File: src/core/roc_pkg.sv
package roc_pkg;

  // ****************************************
  // timebase
  // ****************************************
  localparam int CLK_PERIOD_NS = 10;
  localparam int TICK_PERIOD_MS = 1;
  localparam int TICK_CYCLES = (TICK_PERIOD_MS * 1000000) / CLK_PERIOD_NS;

  // ****************************************
  // setting ranges and defaults
  // ****************************************
  localparam int RELAY_COUNT = 3;
  localparam int TIME_W = 16;
  localparam int HOLD_W = 14;
  localparam int ASG_W = 4;
  localparam logic [TIME_W-1:0] ON_DELAY_MAX_MS = 16'hEA60;
  localparam logic [HOLD_W-1:0] HOLD_MAX_MS = 14'h270F;
  localparam logic [TIME_W-1:0] ON_DELAY_RESET = 16'h0000;
  localparam logic [HOLD_W-1:0] HOLD_RESET = 14'h0000;
  localparam logic POLARITY_POSITIVE = 1'b1;
  localparam logic POLARITY_RESET = 1'b1;

  // ****************************************
  // assignment codes
  // ****************************************
  localparam logic [ASG_W-1:0] ASG_NONE = 4'h0;
  localparam logic [ASG_W-1:0] ASG_NO_FAULT = 4'h1;
  localparam logic [ASG_W-1:0] ASG_BRAKE_CONTACTOR_CTRL = 4'h8;
  localparam logic [ASG_W-1:0] ASG_LINE_CONTACTOR_CTRL = 4'h9;
  localparam logic [ASG_W-1:0] ASG_OUTPUT_CONTACTOR_CTRL = 4'hA;
  localparam logic [ASG_W-1:0] ASG_END_OF_REEL = 4'hB;
  localparam logic [ASG_W-1:0] ASG_COUNTER_WOBBLE_SYNC = 4'hC;
  localparam logic [ASG_W-1:0] ASG_DC_PRECHARGE_CTRL = 4'hD;
  localparam logic [ASG_W-1:0] ASG_RESET = 4'h0;

  typedef enum logic [1:0] {
    ST_OFF   = 2'b00,
    ST_DELAY = 2'b01,
    ST_ON    = 2'b10,
    ST_HOLD  = 2'b11
  } roc_state_type;

  function automatic logic roc_is_reserved(input logic [ASG_W-1:0] code);
    roc_is_reserved = (code >= ASG_BRAKE_CONTACTOR_CTRL) && (code <= ASG_DC_PRECHARGE_CTRL);
  endfunction : roc_is_reserved

  // hold time and polarity lock on the same set; output contactor is left out
  function automatic logic roc_locks_hold(input logic [ASG_W-1:0] code);
    roc_locks_hold = (code == ASG_NO_FAULT) || (code == ASG_BRAKE_CONTACTOR_CTRL)
                  || (code == ASG_DC_PRECHARGE_CTRL) || (code == ASG_LINE_CONTACTOR_CTRL);
  endfunction : roc_locks_hold

  function automatic logic roc_locks_delay(input logic [ASG_W-1:0] code);
    roc_locks_delay = roc_locks_hold(code) || (code == ASG_OUTPUT_CONTACTOR_CTRL);
  endfunction : roc_locks_delay

endpackage : roc_pkg

File: src/core/roc_top.sv
// Behaviour
// rising information switches the relay only after the on-delay (0..60000 ms) elapsed.
// falling information switches the relay only after the holding time (0..9999 ms).
// no-fault and contactor assignments force on-delay zero, other values ignored.
// no-fault, brake, precharge, line assignments force holding time zero.
// positive polarity drives relay 1 while conditioned information is true; default.
// negative polarity drives relay 0 while information true, 1 otherwise.
// no-fault, brake, precharge, line assignments lock polarity positive.
// relays 3 and 4 share relay 2 choices, default none and zero times.
// relay 3 exists only with option card one, relay 4 with card two.
// reserved application assignments are configured only by their own functions.
// information returning before a timer expires cancels it, relay unchanged.
`timescale 1ns/100ps
`default_nettype none
module roc_top
  import roc_pkg::*;
#(
  parameter int TICK_CYCLES_P = TICK_CYCLES
)
(
  // clock and reset
  input  wire logic                          i_clk,
  input  wire logic                          i_reset,
  input  wire logic                          i_ce,
  // option card presence pins
  input  wire logic                          i_option1_present,
  input  wire logic                          i_option2_present,
  // function conditions, one per assignment code
  input  wire logic [(1<<ASG_W)-1:0]         i_function_state,
  // settings write
  input  wire logic                          i_cfg_write,
  input  wire logic [1:0]                    i_cfg_relay,
  input  wire logic                          i_cfg_from_app,
  input  wire logic [ASG_W-1:0]              i_cfg_assign,
  input  wire logic [TIME_W-1:0]             i_cfg_on_delay,
  input  wire logic [HOLD_W-1:0]             i_cfg_hold,
  input  wire logic                          i_cfg_polarity,
  // settings readback
  output logic [RELAY_COUNT*ASG_W-1:0]       o_assign_rb,
  output logic [RELAY_COUNT*TIME_W-1:0]      o_on_delay_rb,
  output logic [RELAY_COUNT*HOLD_W-1:0]      o_hold_rb,
  output logic [RELAY_COUNT-1:0]             o_polarity_rb,
  output logic [RELAY_COUNT-1:0]             o_relay_present,
  output logic                               o_cfg_reject,
  // relay contacts, bit 0 is relay 2
  output logic [RELAY_COUNT-1:0]             o_relay
);

  localparam logic [16:0] TICK_LAST = 17'(TICK_CYCLES_P - 1);

  // ****************************************
  // millisecond timebase
  // ****************************************
  logic [16:0] tick_cnt_reg;
  logic [16:0] tick_cnt_next;
  logic        tick_reg;
  logic        tick_next;

  always_comb
  begin
    tick_next     = (tick_cnt_reg == TICK_LAST);
    tick_cnt_next = tick_next ? 17'h00000 : tick_cnt_reg + 17'h00001;
  end

  always_ff @(posedge i_clk)
  begin
    if (i_reset)
    begin
      tick_cnt_reg <= 17'h00000;
      tick_reg     <= 1'b0;
    end
    else if (i_ce)
    begin
      tick_cnt_reg <= tick_cnt_next;
      tick_reg     <= tick_next;
    end
  end

  // ****************************************
  // option card presence
  // ****************************************
  // a level only counts once the second and third stage agree
  logic [1:0] opt_s1_reg;
  logic [1:0] opt_s2_reg;
  logic [1:0] opt_s3_reg;
  logic [1:0] opt_reg;
  logic [1:0] opt_next;

  always_comb
  begin
    opt_next = (opt_s2_reg & opt_s3_reg) | (opt_reg & (opt_s2_reg ^ opt_s3_reg));
  end

  always_ff @(posedge i_clk)
  begin
    if (i_reset)
    begin
      opt_s1_reg <= 2'h0;
      opt_s2_reg <= 2'h0;
      opt_s3_reg <= 2'h0;
      opt_reg    <= 2'h0;
    end
    else if (i_ce)
    begin
      opt_s1_reg <= {i_option2_present, i_option1_present};
      opt_s2_reg <= opt_s1_reg;
      opt_s3_reg <= opt_s2_reg;
      opt_reg    <= opt_next;
    end
  end

  logic [RELAY_COUNT-1:0] present;
  assign present = {opt_reg, 1'b1};

  // ****************************************
  // relay settings
  // ****************************************
  logic [ASG_W-1:0]  assign_reg [RELAY_COUNT];
  logic [ASG_W-1:0]  assign_next [RELAY_COUNT];
  logic [TIME_W-1:0] delay_reg [RELAY_COUNT];
  logic [TIME_W-1:0] delay_next [RELAY_COUNT];
  logic [HOLD_W-1:0] hold_reg [RELAY_COUNT];
  logic [HOLD_W-1:0] hold_next [RELAY_COUNT];
  logic              pol_reg [RELAY_COUNT];
  logic              pol_next [RELAY_COUNT];
  logic              reject_reg;
  logic              reject_next;

  // one write carries all four settings; a refused field keeps its old value unless the new assignment locks it to zero or positive
  always_comb
  begin
    reject_next = i_cfg_write && (i_cfg_relay >= 2'(RELAY_COUNT));
    for (int r = 0; r < RELAY_COUNT; r++)
    begin
      assign_next[r] = assign_reg[r];
      delay_next[r]  = delay_reg[r];
      hold_next[r]   = hold_reg[r];
      pol_next[r]    = pol_reg[r];
      if (!present[r])
      begin
        assign_next[r] = ASG_RESET;
        delay_next[r]  = ON_DELAY_RESET;
        hold_next[r]   = HOLD_RESET;
        pol_next[r]    = POLARITY_RESET;
        if (i_cfg_write && i_cfg_relay == 2'(r))
          reject_next = 1'b1;
      end
      else if (i_cfg_write && i_cfg_relay == 2'(r))
      begin
        if (roc_is_reserved(i_cfg_assign) && !i_cfg_from_app)
          reject_next = 1'b1;
        else
          assign_next[r] = i_cfg_assign;
        if (i_cfg_on_delay > ON_DELAY_MAX_MS)
          reject_next = 1'b1;
        else if (roc_locks_delay(assign_next[r]) && i_cfg_on_delay != '0)
          reject_next = 1'b1;
        else
          delay_next[r] = i_cfg_on_delay;
        if (i_cfg_hold > HOLD_MAX_MS)
          reject_next = 1'b1;
        else if (roc_locks_hold(assign_next[r]) && i_cfg_hold != '0)
          reject_next = 1'b1;
        else
          hold_next[r] = i_cfg_hold;
        if (roc_locks_hold(assign_next[r]) && i_cfg_polarity != POLARITY_POSITIVE)
          reject_next = 1'b1;
        else
          pol_next[r] = i_cfg_polarity;
      end
      // the locks also hold when the assignment arrives from its own function
      if (roc_locks_delay(assign_next[r]))
        delay_next[r] = '0;
      if (roc_locks_hold(assign_next[r]))
      begin
        hold_next[r] = '0;
        pol_next[r]  = POLARITY_POSITIVE;
      end
    end
  end

  always_ff @(posedge i_clk)
  begin
    if (i_reset)
    begin
      for (int r = 0; r < RELAY_COUNT; r++)
      begin
        assign_reg[r] <= ASG_RESET;
        delay_reg[r]  <= ON_DELAY_RESET;
        hold_reg[r]   <= HOLD_RESET;
        pol_reg[r]    <= POLARITY_RESET;
      end
      reject_reg <= 1'b0;
    end
    else if (i_ce)
    begin
      assign_reg <= assign_next;
      delay_reg  <= delay_next;
      hold_reg   <= hold_next;
      pol_reg    <= pol_next;
      reject_reg <= reject_next;
    end
  end

  assign o_cfg_reject    = reject_reg;
  assign o_relay_present = {opt_reg, 1'b1};

  // ****************************************
  // per relay conditioning
  // ****************************************
  for (genvar r = 0; r < RELAY_COUNT; r++)
  begin : g_relay
    logic info;
    assign info = (assign_reg[r] != ASG_NONE) && i_function_state[assign_reg[r]];

    roc_channel u_channel (
      .i_clk      (i_clk),
      .i_reset    (i_reset),
      .i_ce       (i_ce),
      .i_tick     (tick_reg),
      .i_enable   (present[r]),
      .i_info     (info),
      .i_on_delay (delay_reg[r]),
      .i_hold     ({2'h0, hold_reg[r]}),
      .i_polarity (pol_reg[r]),
      .o_relay    (o_relay[r]),
      .o_cond     ()
    );

    assign o_assign_rb[r*ASG_W +: ASG_W]     = assign_reg[r];
    assign o_on_delay_rb[r*TIME_W +: TIME_W] = delay_reg[r];
    assign o_hold_rb[r*HOLD_W +: HOLD_W]     = hold_reg[r];
    assign o_polarity_rb[r]                  = pol_reg[r];

    a_delay_locked: assert property (@(posedge i_clk) disable iff (i_reset)
      roc_locks_delay(assign_reg[r]) |-> delay_reg[r] == '0)
      else $error("locked assignment carries a nonzero on-delay");

    a_hold_locked: assert property (@(posedge i_clk) disable iff (i_reset)
      roc_locks_hold(assign_reg[r]) |-> hold_reg[r] == '0)
      else $error("locked assignment carries a nonzero holding time");

    a_polarity_locked: assert property (@(posedge i_clk) disable iff (i_reset)
      roc_locks_hold(assign_reg[r]) |-> pol_reg[r] == POLARITY_POSITIVE)
      else $error("locked assignment is not positive polarity");

    a_absent_defaults: assert property (@(posedge i_clk) disable iff (i_reset)
      i_ce && !present[r] |=> assign_reg[r] == ASG_NONE && delay_reg[r] == '0 && !o_relay[r])
      else $error("absent relay keeps settings or drives its contact");

    a_reserved_refused: assert property (@(posedge i_clk) disable iff (i_reset)
      i_ce && i_cfg_write && i_cfg_relay == 2'(r) && !i_cfg_from_app && roc_is_reserved(i_cfg_assign)
        |=> o_cfg_reject && assign_reg[r] == $past(assign_reg[r]))
      else $error("operator write set a reserved assignment");

    a_reset_defaults: assert property (@(posedge i_clk)
      i_reset |=> assign_reg[r] == ASG_NONE && hold_reg[r] == '0 && pol_reg[r] == POLARITY_POSITIVE)
      else $error("relay settings not at defaults after reset");
  end

  c_reject_seen: cover property (@(posedge i_clk) disable iff (i_reset) o_cfg_reject);
  c_card_inserted: cover property (@(posedge i_clk) disable iff (i_reset) $rose(opt_reg[0]));

endmodule : roc_top
`default_nettype wire

File: src/core/roc_channel.sv
`timescale 1ns/100ps
`default_nettype none
module roc_channel
  import roc_pkg::*;
(
  // clock and reset
  input  wire logic              i_clk,
  input  wire logic              i_reset,
  input  wire logic              i_ce,
  // timebase and settings
  input  wire logic              i_tick,
  input  wire logic              i_enable,
  input  wire logic              i_info,
  input  wire logic [TIME_W-1:0] i_on_delay,
  input  wire logic [TIME_W-1:0] i_hold,
  input  wire logic              i_polarity,
  // relay
  output logic                   o_relay,
  output logic                   o_cond
);

  roc_state_type     state_reg;
  roc_state_type     state_next;
  logic [TIME_W-1:0] count_reg;
  logic [TIME_W-1:0] count_next;
  logic              cond_reg;
  logic              cond_next;
  logic              relay_reg;
  logic              relay_next;

  // ****************************************
  // delay and hold sequencing
  // ****************************************
  // the first tick may come at any point, so the wait runs one tick beyond the setting
  always_comb
  begin
    state_next = state_reg;
    count_next = count_reg;
    cond_next  = cond_reg;
    if (!i_enable)
    begin
      state_next = ST_OFF;
      count_next = '0;
      cond_next  = 1'b0;
    end
    else
    begin
      case (state_reg)
        ST_OFF:
          if (i_info)
          begin
            count_next = '0;
            if (i_on_delay == '0)
            begin
              state_next = ST_ON;
              cond_next  = 1'b1;
            end
            else
              state_next = ST_DELAY;
          end
        ST_DELAY:
          if (!i_info)
            state_next = ST_OFF;
          else if (i_tick)
          begin
            if (count_reg >= i_on_delay)
            begin
              state_next = ST_ON;
              cond_next  = 1'b1;
            end
            else
              count_next = count_reg + 16'h0001;
          end
        ST_ON:
          if (!i_info)
          begin
            count_next = '0;
            if (i_hold == '0)
            begin
              state_next = ST_OFF;
              cond_next  = 1'b0;
            end
            else
              state_next = ST_HOLD;
          end
        ST_HOLD:
          if (i_info)
            state_next = ST_ON;
          else if (i_tick)
          begin
            if (count_reg >= i_hold)
            begin
              state_next = ST_OFF;
              cond_next  = 1'b0;
            end
            else
              count_next = count_reg + 16'h0001;
          end
        default:
        begin
          state_next = ST_OFF;
          cond_next  = 1'b0;
        end
      endcase
    end
    relay_next = i_enable & (cond_next ~^ i_polarity);
  end

  always_ff @(posedge i_clk)
  begin
    if (i_reset)
    begin
      state_reg <= ST_OFF;
      count_reg <= '0;
      cond_reg  <= 1'b0;
      relay_reg <= 1'b0;
    end
    else if (i_ce)
    begin
      state_reg <= state_next;
      count_reg <= count_next;
      cond_reg  <= cond_next;
      relay_reg <= relay_next;
    end
  end

  assign o_relay = relay_reg;
  assign o_cond  = cond_reg;

  // ****************************************
  // checks
  // ****************************************
  a_on_delay_wait: assert property (@(posedge i_clk) disable iff (i_reset)
    $rose(cond_reg) && ($past(i_on_delay) != '0) |->
      $past(state_reg) == ST_DELAY && $past(i_tick) && ($past(count_reg) >= $past(i_on_delay)))
    else $error("relay condition rose before the on-delay elapsed");

  a_hold_wait: assert property (@(posedge i_clk) disable iff (i_reset)
    $fell(cond_reg) && $past(i_enable) && ($past(i_hold) != '0) |->
      $past(state_reg) == ST_HOLD && $past(i_tick) && ($past(count_reg) >= $past(i_hold)))
    else $error("relay condition fell before the holding time elapsed");

  a_positive_polarity: assert property (@(posedge i_clk) disable iff (i_reset)
    $past(i_ce) && $past(i_enable) && $past(i_polarity) |-> o_relay == cond_reg)
    else $error("positive polarity relay does not follow the condition");

  a_negative_polarity: assert property (@(posedge i_clk) disable iff (i_reset)
    $past(i_ce) && $past(i_enable) && !$past(i_polarity) |-> o_relay == !cond_reg)
    else $error("negative polarity relay is not inverted");

  a_cancel_delay: assert property (@(posedge i_clk) disable iff (i_reset)
    i_ce && i_enable && state_reg == ST_DELAY && !i_info |=> state_reg == ST_OFF && !cond_reg)
    else $error("dropped information did not cancel the on-delay");

  c_delay_done: cover property (@(posedge i_clk) disable iff (i_reset)
    state_reg == ST_DELAY ##1 state_reg == ST_ON);
  c_hold_done: cover property (@(posedge i_clk) disable iff (i_reset)
    state_reg == ST_HOLD ##1 state_reg == ST_OFF);
  c_hold_cancel: cover property (@(posedge i_clk) disable iff (i_reset)
    state_reg == ST_HOLD ##1 state_reg == ST_ON);

endmodule : roc_channel
`default_nettype wire

File: config.mk
export PLATFORM = sky130hd
export DESIGN_NAME = roc_top
export DESIGN_NICKNAME = d
export VERILOG_FILES = /design/src/core/roc_pkg.sv /design/src/core/roc_top.sv /design/src/core/roc_channel.sv
export SDC_FILE = /design/constraint.sdc
export NUM_CORES = 1
export LEC_CHECK = 0
export BUFFER_PORTS_ARGS = -buffer_cell sky130_fd_sc_hd__buf_2
export CAP_MARGIN = 5
export CORE_MARGIN = 8
export CORE_UTILIZATION = 59
export DETAILED_ROUTE_END_ITERATION = 10
export PLACE_DENSITY = 0.85
export SYNTH_ARGS = -nofsm -noshare
export SYNTH_HDL_FRONTEND = slang
export SYNTH_SLANG_ARGS = --single-unit
File: constraint.sdc
create_clock -name i_clk -period 4.11 [get_ports i_clk]
set_input_delay 0.2055 -clock i_clk [delete_from_list [all_inputs] [get_ports i_clk]]
set_output_delay 0.2055 -clock i_clk [all_outputs]
set_load 0.005 [all_outputs]
[Word-level counts from Yosys, hierarchy flattened]
Cells that the tools add are included.
Storage, ports and cells
  bits in registers: 192
Operators by class
  equal/unequal tests: 97
  $lt $le $gt $ge: 14
  bitwise operators: 10
  reduce and logical (&&, ||, !) cells: 75
  $add $sub $neg: 4
  muxes and demuxes: 183
Operators with widths (count)
  16-bit 2-to-1 mux: 40
  14-bit 2-to-1 mux: 14
  16-bit one-hot mux with 4 select lines: 3
  4-bit equality test, second input constant: 24
  16-bit logical NOT: 6
  1-bit 2-to-1 mux: 71
  2-bit 2-to-1 mux: 32
  4-bit 2-to-1 mux: 13
  16-bit by 1-bit adder with 16-bit output, second input constant: 3
  16-bit by 14-bit greater-or-equal comparator with 1-bit output: 3
  16-bit greater-or-equal comparator: 3
  3-bit by 2-bit != test with 1-bit output, second input constant: 15
  3-bit != test, second input constant: 14
  9-bit AND reduction: 3
  4-bit by 1-bit equality test with 1-bit output, second input constant: 6
  1-bit logical OR: 24
  2-bit one-hot mux with 4 select lines: 3
  4-bit AND reduction: 6
  7-bit AND reduction: 3
  1-bit logical AND: 18
  17-bit by 1-bit adder with 17-bit output, second input constant: 1
  17-bit equality test, second input constant: 1
  17-bit 2-to-1 mux: 1
  16-bit greater-than comparator, second input constant: 1
  other kinds (28): 75

[Depth between registers and ports, before layout]
Gate-level depths: netlist (run 1).
  word-level depth: 33
  depth in mapped cells: 12
  mapped depth without buffers: 10

[Cells and area by module]
From an unflattened synthesis (run 1), not the netlist that was laid out.
Second synthesis, totals
  cell total of the unflattened synthesis: 1419
  area total of the unflattened synthesis: 12460.7 um^2
By module, submodules not included
  roc_top: area an instance 6298.5 um^2, instances 1, seq. area each 2642.5 um^2, cells an instance 599
  roc_channel at g_relay[0].u_channel ...: area an instance 2074.5 um^2, instances 2, seq. area each 400.4 um^2, cells an instance 277
  roc_channel at g_relay[1].u_channel: area an instance 2013.2 um^2, instances 1, seq. area each 400.4 um^2, cells an instance 266

[Least setup slack after synthesis (run 1)]
OpenSTA, ideal clock, no wires.
  kind: flip-flop to flip-flop
  start: reg delay_reg, in the netlist o_on_delay_rb[15]
  end: reg g_relay[0].u_channel.count_reg[10]
  path buffers: 1
  library setup time: 0.071 ns
  clock period less this slack: 2.931 ns
  stages on the path, launching flop included: 12
  data required time: 4.039 ns
  arrival time: 2.861 ns
  path slack: 1.179 ns
  cells stage by stage: dfxtp_1 inv_1 ha_1 a21oi_1 o21ai_0 a2111oi_0 o211ai_1 a2111oi_4 o21ai_1 buf_2 or3_1 a21oi_1
Between the ends
  word-level cells in the longest chain between the ends: 3
Ends and longest elaborated chain
  start: declaration: line roc_top.sv:120  | logic [TIME_W-1:0] delay_reg [RELAY_COUNT];
  start signal: assignment: line roc_top.sv:198  | delay_reg <= delay_next;
  16-bit greater-or-equal comparator: line roc_channel.sv:66  | if (count_reg >= i_on_delay)
  2-bit != test (no source line)
  9-bit AND reduction (no source line)
  end signal: assignment: line roc_channel.sv:121  | count_reg <= count_next;
  end: declaration: line roc_channel.sv:24  | logic [TIME_W-1:0] count_reg;
No other way between the ends.
A chain may end at the register's enable or synchronous reset.

[Final worst setup path (run 1)]
  start: reg hold_reg, in the netlist o_hold_rb[27]
  end: reg g_relay[1].u_channel.count_reg[11]
Between the ends
  word-level cells in the longest chain between the ends: 3
Ends and longest elaborated chain
  start: declaration: line roc_top.sv:122  | logic [HOLD_W-1:0] hold_reg [RELAY_COUNT];
  start signal: assignment: line roc_top.sv:199  | hold_reg <= hold_next;
  16-bit by 14-bit greater-or-equal comparator with 1-bit output: line roc_channel.sv:91  | if (count_reg >= i_hold)
  3-bit != test (no source line)
  9-bit AND reduction (no source line)
  end signal: assignment: line roc_channel.sv:121
  end: declaration: line roc_channel.sv:24
No other way between the ends.

==> results of run 1 <==
final cells by class:
| cell class | count | area [um^2] |
|---|---|---|
| Sequential cell | 192 | 3840 |
| Timing Repair Buffer | 187 | 986 |
| Multi-Input combinational cell | 1097 | 7410 |
| Clock buffer | 17 | 425 |
| Clock inverter | 15 | 200 |
| Fill cell | 1618 | 6520 |
| Inverter | 102 | 383 |
| Tap cell | 270 | 338 |
path summary, 6_finish.rpt:
| check | startpoint | end | slack, ns |
|---|---|---|---|
| worst max register to register | o_hold_rb[27] | g_relay[1].u_channel.count_reg[11] | 0.46 |
| worst max-delay path | o_hold_rb[27] | g_relay[1].u_channel.count_reg[11] | 0.46 |
| worst min register to register | g_relay[1].u_channel.o_cond | g_relay[1].u_channel.o_cond | 0.49 |
| worst min-delay path | i_option1_present | opt_s1_reg[0] | 0.02 |
cells in the mapped netlist (all sizes together) (22+ instances only):
| cell type | instances | area [um^2] |
|---|---|---|
| a21oi | 122 | 611 |
| a22o | 44 | 385 |
| buf | 29 | 173 |
| clkbuf | 58 | 218 |
| dfxtp | 192 | 3840 |
| ha | 96 | 1200 |
| inv | 101 | 379 |
| mux2i | 32 | 320 |
| nand2 | 148 | 556 |
| nand3 | 70 | 350 |
| nand4 | 26 | 163 |
| nor2 | 90 | 338 |
| nor3 | 22 | 115 |
| nor4 | 33 | 206 |
| o211ai | 24 | 180 |
| o21ai | 72 | 360 |
| or4 | 23 | 173 |
stage by stage:
| step | worst slack, ns | hold WS, ns | std cells | power, mW | util |
|---|---|---|---|---|---|
| after floorplan | 1.18 | 0.331 | 1478 | 2.22 | - |
| after global placement | 0.690 | 0.442 | 1847 | 2.37 | 0.644 |
| after detailed placement | 0.423 | 0.451 | 1847 | 2.39 | 0.644 |
| after CTS | 0.381 | 0.0163 | 1880 | 4.10 | 0.676 |
| after global routing | 0.0503 | 0.00979 | 1880 | 4.23 | 0.676 |
| final | 0.461 | 0.0152 | 1880 | 4.10 | 0.676 |
placed cells by master (no fill, tap or decap), types with 9 or more instances in the layout:
cell / instances
a211oi_1: 14
a21o_1: 10
a21oi_1: 122
a22o_1: 44
and3_1: 20
buf_2: 168
buf_4: 18
clkbuf_16: 17
dfxtp_1: 192
ha_1: 96
inv_1: 101
mux2i_1: 32
mux4_2: 9
nand2_1: 148
nand2b_1: 17
nand3_1: 70
nand4_1: 26
nand4b_1: 17
nor2_1: 90
nor2b_1: 15
nor3_1: 21
nor4_1: 33
o2111ai_1: 9
o211ai_1: 24
o21a_1: 16
o21ai_0: 68
o31ai_1: 12
or3_1: 16
or4_1: 23
xnor2_1: 11
xor2_1: 16
report_power, final:
part	internal [mW]	switching [mW]	leakage [nW]	total, mW
Clock	0.844	0.889	0.299	1.73
Sequential	1.88	0.0324	1.55	1.91
Combinational	0.155	0.295	3.52	0.450
Total	2.88	1.22	5.36	4.10
logic make-up after synthesis:
group,share of synthesized area
AOI/OAI and AO/OA,0.218
xor gates and xnor gates,0.0197
adders and majority gates,0.102
buffers and inverters,0.0643
DFF,0.320
muxes,0.0444
other,0.000312
and+or+nand+nor,0.232
what timing repair did:
| item | in CTS | in global routing |
|---|---|---|
| hold buffers | 1 | 0 |
| gates resized for setup | 0 | 1 |
| endpoints found under the hold margin | 1 | 0 |
| setup endpoints to repair | 0 | 4 |
per-layer routing:
layer / up-vias / wire [um] / part of all wire / global-route usage
li1: 5704 / - / - / -
met1: 5634 / 15500 / 0.42 / 0.371
met2: 610 / 16100 / 0.44 / 0.428
met3: 114 / 3480 / 0.094 / 0.0662
met4: 0 / 1740 / 0.047 / 0.138
met5: - / 0 / 0 / 0
critical path, cell delays in order (launching register included):
cell,delay (ns)
dfxtp_1,0.40
inv_1,0.06
ha_1,0.31
a2111oi_1,0.61
o211ai_1,0.22
a211o_1,0.28
a41oi_1,0.36
o21a_1,0.24
o31ai_2,0.19
buf_4,0.25
or4_1,0.48
a21oi_1,0.16
==> flow_metrics.py, run 1 <==
metrics = {
    "drt": {
        "drtIter0Drc": 1300,
        "wl_mm": 36.9,
        "drt_first_pass_iters": 5,
        "drc": 0,
        "drt-vias-per-instance": 6.42,
        "drtAntennaViolNets": 0,
        "vias": 12100,
        "wl_per_cell_um": 19.6,
    },
    "flow_run": {
        "maxCapViolCount": 0,
    },
    "timing": {
        "slew_viol_final": 0,
        "rsz0062_at_grt": "no",
        "fmax_mhz": 274,
        "fin_crit_sh": 0.888,
        "slew-limit-headroom": 0.267,
        "hold_viol_final": 0,
        "totalNegativeSetupSlack_ns": 0,
        "fin_crit_ns": 3.65,
        "setup_viol": 0,
        "tightest_slew_ns": 1.09,
        "fin_skew_ns": 0.0177,
    },
    "finish": {
        "diodes": 0,
        "area_growth_pct": 13.0,
        "layout-drive-gt1-share": 0.148,
        "nets": 1753,
        "stdcell_area_mm2": 0.0136,
    },
    "floorplanning": {
        "die_area_mm2": 0.0252,
        "die_x_um": 159,
        "rows": 52,
        "ios": 172,
        "core_mm2": 0.0201,
        "die_height_um": 159,
        "start_util": 0.598,
    },
    "clocking": {
        "clock_latency_ns": 0.45,
        "clkSlewWorstSetupHoldPaths_ns": 0.09,
        "cts_tree": "yes",
        "cts.htree.levels": 4,
        "numCtsBuffers": 17,
        "clkSinkCount": 192,
        "cts-root-buf": "clkbuf_16",
        "post_cts_buffers": 0,
        "cts_max_path_buffers": 2,
    },
    "synth": {
        "yosysUniqueCellTypes": 73,
        "synth-seq-area-share": 0.320,
        "synth_cells": 1478,
        "synth.avg_cell_area_um2": 8.14,
        "async_flop_share": 0,
        "synth-edff-count": 0,
        "synth_flop_cell": "dfxtp_1",
        "synth_area_mm2": 0.0120,
        "synth_fp_nets": 1634,
        "synth_seq_cells": 192,
        "ys_warn_count": 0,
    },
    "place": {
        "dp_hpwl_mm": 27.8,
        "gp_congestion": 1.01,
        "io_buffers": 169,
        "placed_area_mm2": 0.0130,
    },
    "worst_hold_path": {
        "hold_depth": 3,
        "min_path_type": "in2reg",
    },
    "global_routing": {
        "grt_pass1_vias": 11100,
        "grtUsageTotal": 0.282,
        "grt_start_max_net_pins": 80,
        "grt_pass1_wl_mm": 58.9,
        "antenna_found_initial": 0,
        "grt_overflow": 0,
    },
    "power_and_ir_drop": {
        "leakage_nw": 5.36,
        "p_per_area_mw_per_mm2": 302,
        "ir_drop_uv": 308,
    },
    "worst_setup_path": {
        "startpoint_type": "register",
        "critPathRequiredTime_ns": 4.49,
        "worstSetupEndpointType": "register",
        "path_max_fanout": 17,
        "worstPathArrival_ns": 4.03,
        "r2r.worst_path.cells": 11,
        "crit_type": "reg2reg",
    },
    "status": {
        "status": "complete, no violations",
    },
}
No activity file was read; power rests on OpenSTA's default activity.
==> inputs of run 2 (changes only) <==
CORE_UTILIZATION = 41   (was 59)
PLACE_DENSITY = 0.63   (was 0.85)
==> run 2 against run 1 <==
Against the previous run:
- count of clock-buffer cells in the layout rose by 1
- sequential power about the same
- combinational power down 0.9%
- cell count grew 6.4%
- utilization shrank 20 points
- critical path type unchanged
- largest power group unchanged
- highest routed layer is now met5
==> flow_metrics.py, run 2 (same netlist as run 1, synthesis figures left out) <==
metrics = {
    "global_routing": {
        "gr-usage-met1": 0.295,
        "grt_pass1_vias": 10900,
        "antenna_found_initial": 2,
        "grt_pass1_wl_mm": 61.7,
        "grt_overflow": 0,
        "grt.met3_usage": 0.0550,
        "grtUsageMet2": 0.326,
        "grtUsageTotal": 0.217,
        "grt_start_max_net_pins": 57,
        "busiest_layer": "met2",
    },
    "worst_setup_path": {
        "r2r-start": "o_on_delay_rb[15]",
        "critPathRequiredTime_ns": 4.49,
        "path_cells": "inv_1 -> ha_1 -> a21oi_1 -> o21ai_0 -> a2111oi_0 -> o211ai_1 -> a2111oi_4 -> o21ai_1 -> or4_1 -> a21oi_1",
        "rrSetupSlack_ns": 0.48,
        "crit_type": "reg2reg",
        "crit_top_cell": "a21oi_1",
        "crit_buf_inv": 1,
        "worstSetupEndpointType": "register",
        "cp-startpoint": "o_on_delay_rb[15]",
        "path_max_fanout": 12,
        "crit_slowest_cell": "a2111oi_4",
        "reg2reg_to": "g_relay[0].u_channel.count_reg[7]",
        "startpoint_type": "register",
        "r2r.worst_path.cells": 10,
        "cp_top_family": "compound AO/OA/AOI/OAI gates",
        "worstPathArrival_ns": 4.00,
        "cpPeakStageDelay_ns": 0.67,
    },
    "finish": {
        "layout-drive-gt1-share": 0.152,
        "area_growth_pct": 14.4,
        "layout_common_cells": "dfxtp_1, buf_2, nand2_1, a21oi_1, inv_1",
        "diodes": 0,
        "nets": 1759,
        "final_common_cell": "dfxtp_1",
        "multi_input_area_mm2": 0.00742,
        "fin_cells": 2000,
        "nFillCells": 2754,
        "ff_latch_area_mm2": 0.00384,
    },
    "power_and_ir_drop": {
        "p_per_area_mw_per_mm2": 296,
        "ir_drop_uv": 253,
        "leakage_nw": 5.39,
    },
    "drt": {
        "vias": 11900,
        "drtAntennaViolNets": 0,
        "drt-vias-per-instance": 5.93,
        "drc": 0,
        "wl_per_cell_um": 19.6,
        "drt_first_pass_iters": 7,
        "drtIter0Drc": 1195,
        "wl_mm": 39.2,
    },
    "flow_run": {
        "maxCapViolCount": 0,
    },
    "clocking": {
        "post_cts_resized": 0,
        "clock_latency_ns": 0.45,
        "cts-root-buf": "clkbuf_16",
        "clkSlewWorstSetupHoldPaths_ns": 0.09,
        "cts.htree.levels": 4,
        "numCtsBuffers": 17,
        "cts_tree": "yes",
        "cts_max_path_buffers": 2,
        "clkSinkCount": 192,
    },
    "timing": {
        "rsz0062_at_grt": "no",
        "fmax_mhz": 276,
        "setup_viol": 0,
        "totalNegativeSetupSlack_ns": 0,
        "tightest_slew_ns": 1.06,
        "hold_viol_final": 0,
        "slew-limit-headroom": 0.285,
        "fin_skew_ns": 0.0165,
        "slew_viol_final": 0,
        "fin_crit_sh": 0.882,
        "fin_crit_ns": 3.63,
    },
    "floorplanning": {
        "rows": 62,
        "die_area_mm2": 0.0351,
        "ios": 172,
        "die_height_um": 187,
        "core_mm2": 0.0288,
        "start_util": 0.418,
        "die_x_um": 187,
    },
    "worst_hold_path": {
        "hold_path.startpoint": "i_option1_present",
        "hold_path_end": "opt_s1_reg[0]",
        "hold_depth": 3,
        "min_path_type": "in2reg",
    },
    "place": {
        "io_buffers": 169,
        "dp_hpwl_mm": 30.0,
        "gp_congestion": 0.971,
        "dpl.cell_count": 1967,
    },
    "status": {
        "status": "complete, no violations",
    },
}
run 2: stage by stage:
stage / util / area (um^2) / power, mW / hold WS, ns / setup slack, ns
2_1_floorplan: - / 12000 / 2.22 / 0.331 / 1.18
3_3_place_gp: 0.457 / 13100 / 2.39 / 0.442 / 0.627
3_5_place_dp: 0.457 / 13100 / 2.40 / 0.457 / 0.510
4_1_cts: 0.478 / 13800 / 4.08 / 0.000632 / 0.495
5_1_grt: 0.478 / 13800 / 4.23 / 0.0366 / 0.0350
6_report: 0.478 / 13800 / 4.07 / 0.00994 / 0.484
run 2: worst reg2reg max path, cell delays in order (launching register included):
cell,delay [ns]
dfxtp_1,0.39
inv_1,0.06
ha_1,0.33
a21oi_1,0.19
o21ai_0,0.12
a2111oi_0,0.45
o211ai_1,0.34
a2111oi_4,0.67
o21ai_1,0.38
or4_1,0.49
a21oi_1,0.15
run 2: layout make-up:
class                           count  area share
Tap cell                          384      0.0349
Sequential cell                   192       0.279
Multi-Input combinational cell   1097       0.539
Clock inverter                     14      0.0118
Timing Repair Buffer              193      0.0749
Inverter                          102      0.0278
Clock buffer                       18      0.0319
run 2: how the worst max path moves through the flow:
stage                                                     to  cells after the start
after detailed placement   g_relay[0].u_channel.count_reg[7]                      9
after floorplan           g_relay[0].u_channel.count_reg[10]                     11
after global routing       g_relay[0].u_channel.count_reg[7]                     10
after global placement     g_relay[1].u_channel.count_reg[9]                     11
final                      g_relay[0].u_channel.count_reg[7]                     10
after CTS                  g_relay[0].u_channel.count_reg[7]                      9
run 2: routing by layer:
layer  wire, um  vias up
li1           -     5714
met1      17900     5575
met2      16900      486
met3       3220       79
met4       1230        4
met5         22        -
run 2: timing repair:
action | 4_1_cts | 5_1_grt
setup buffers | 0 | 0
hold endpoints to repair | 1 | 0
hold buffers | 1 | 0
run 2: report_power, final:
part	leakage (nW)	total, mW	internal, mW	switching, mW
combinational	3.55	0.446	0.154	0.292
clock	0.295	1.71	0.840	0.869
sequential	1.55	1.91	1.88	0.0325
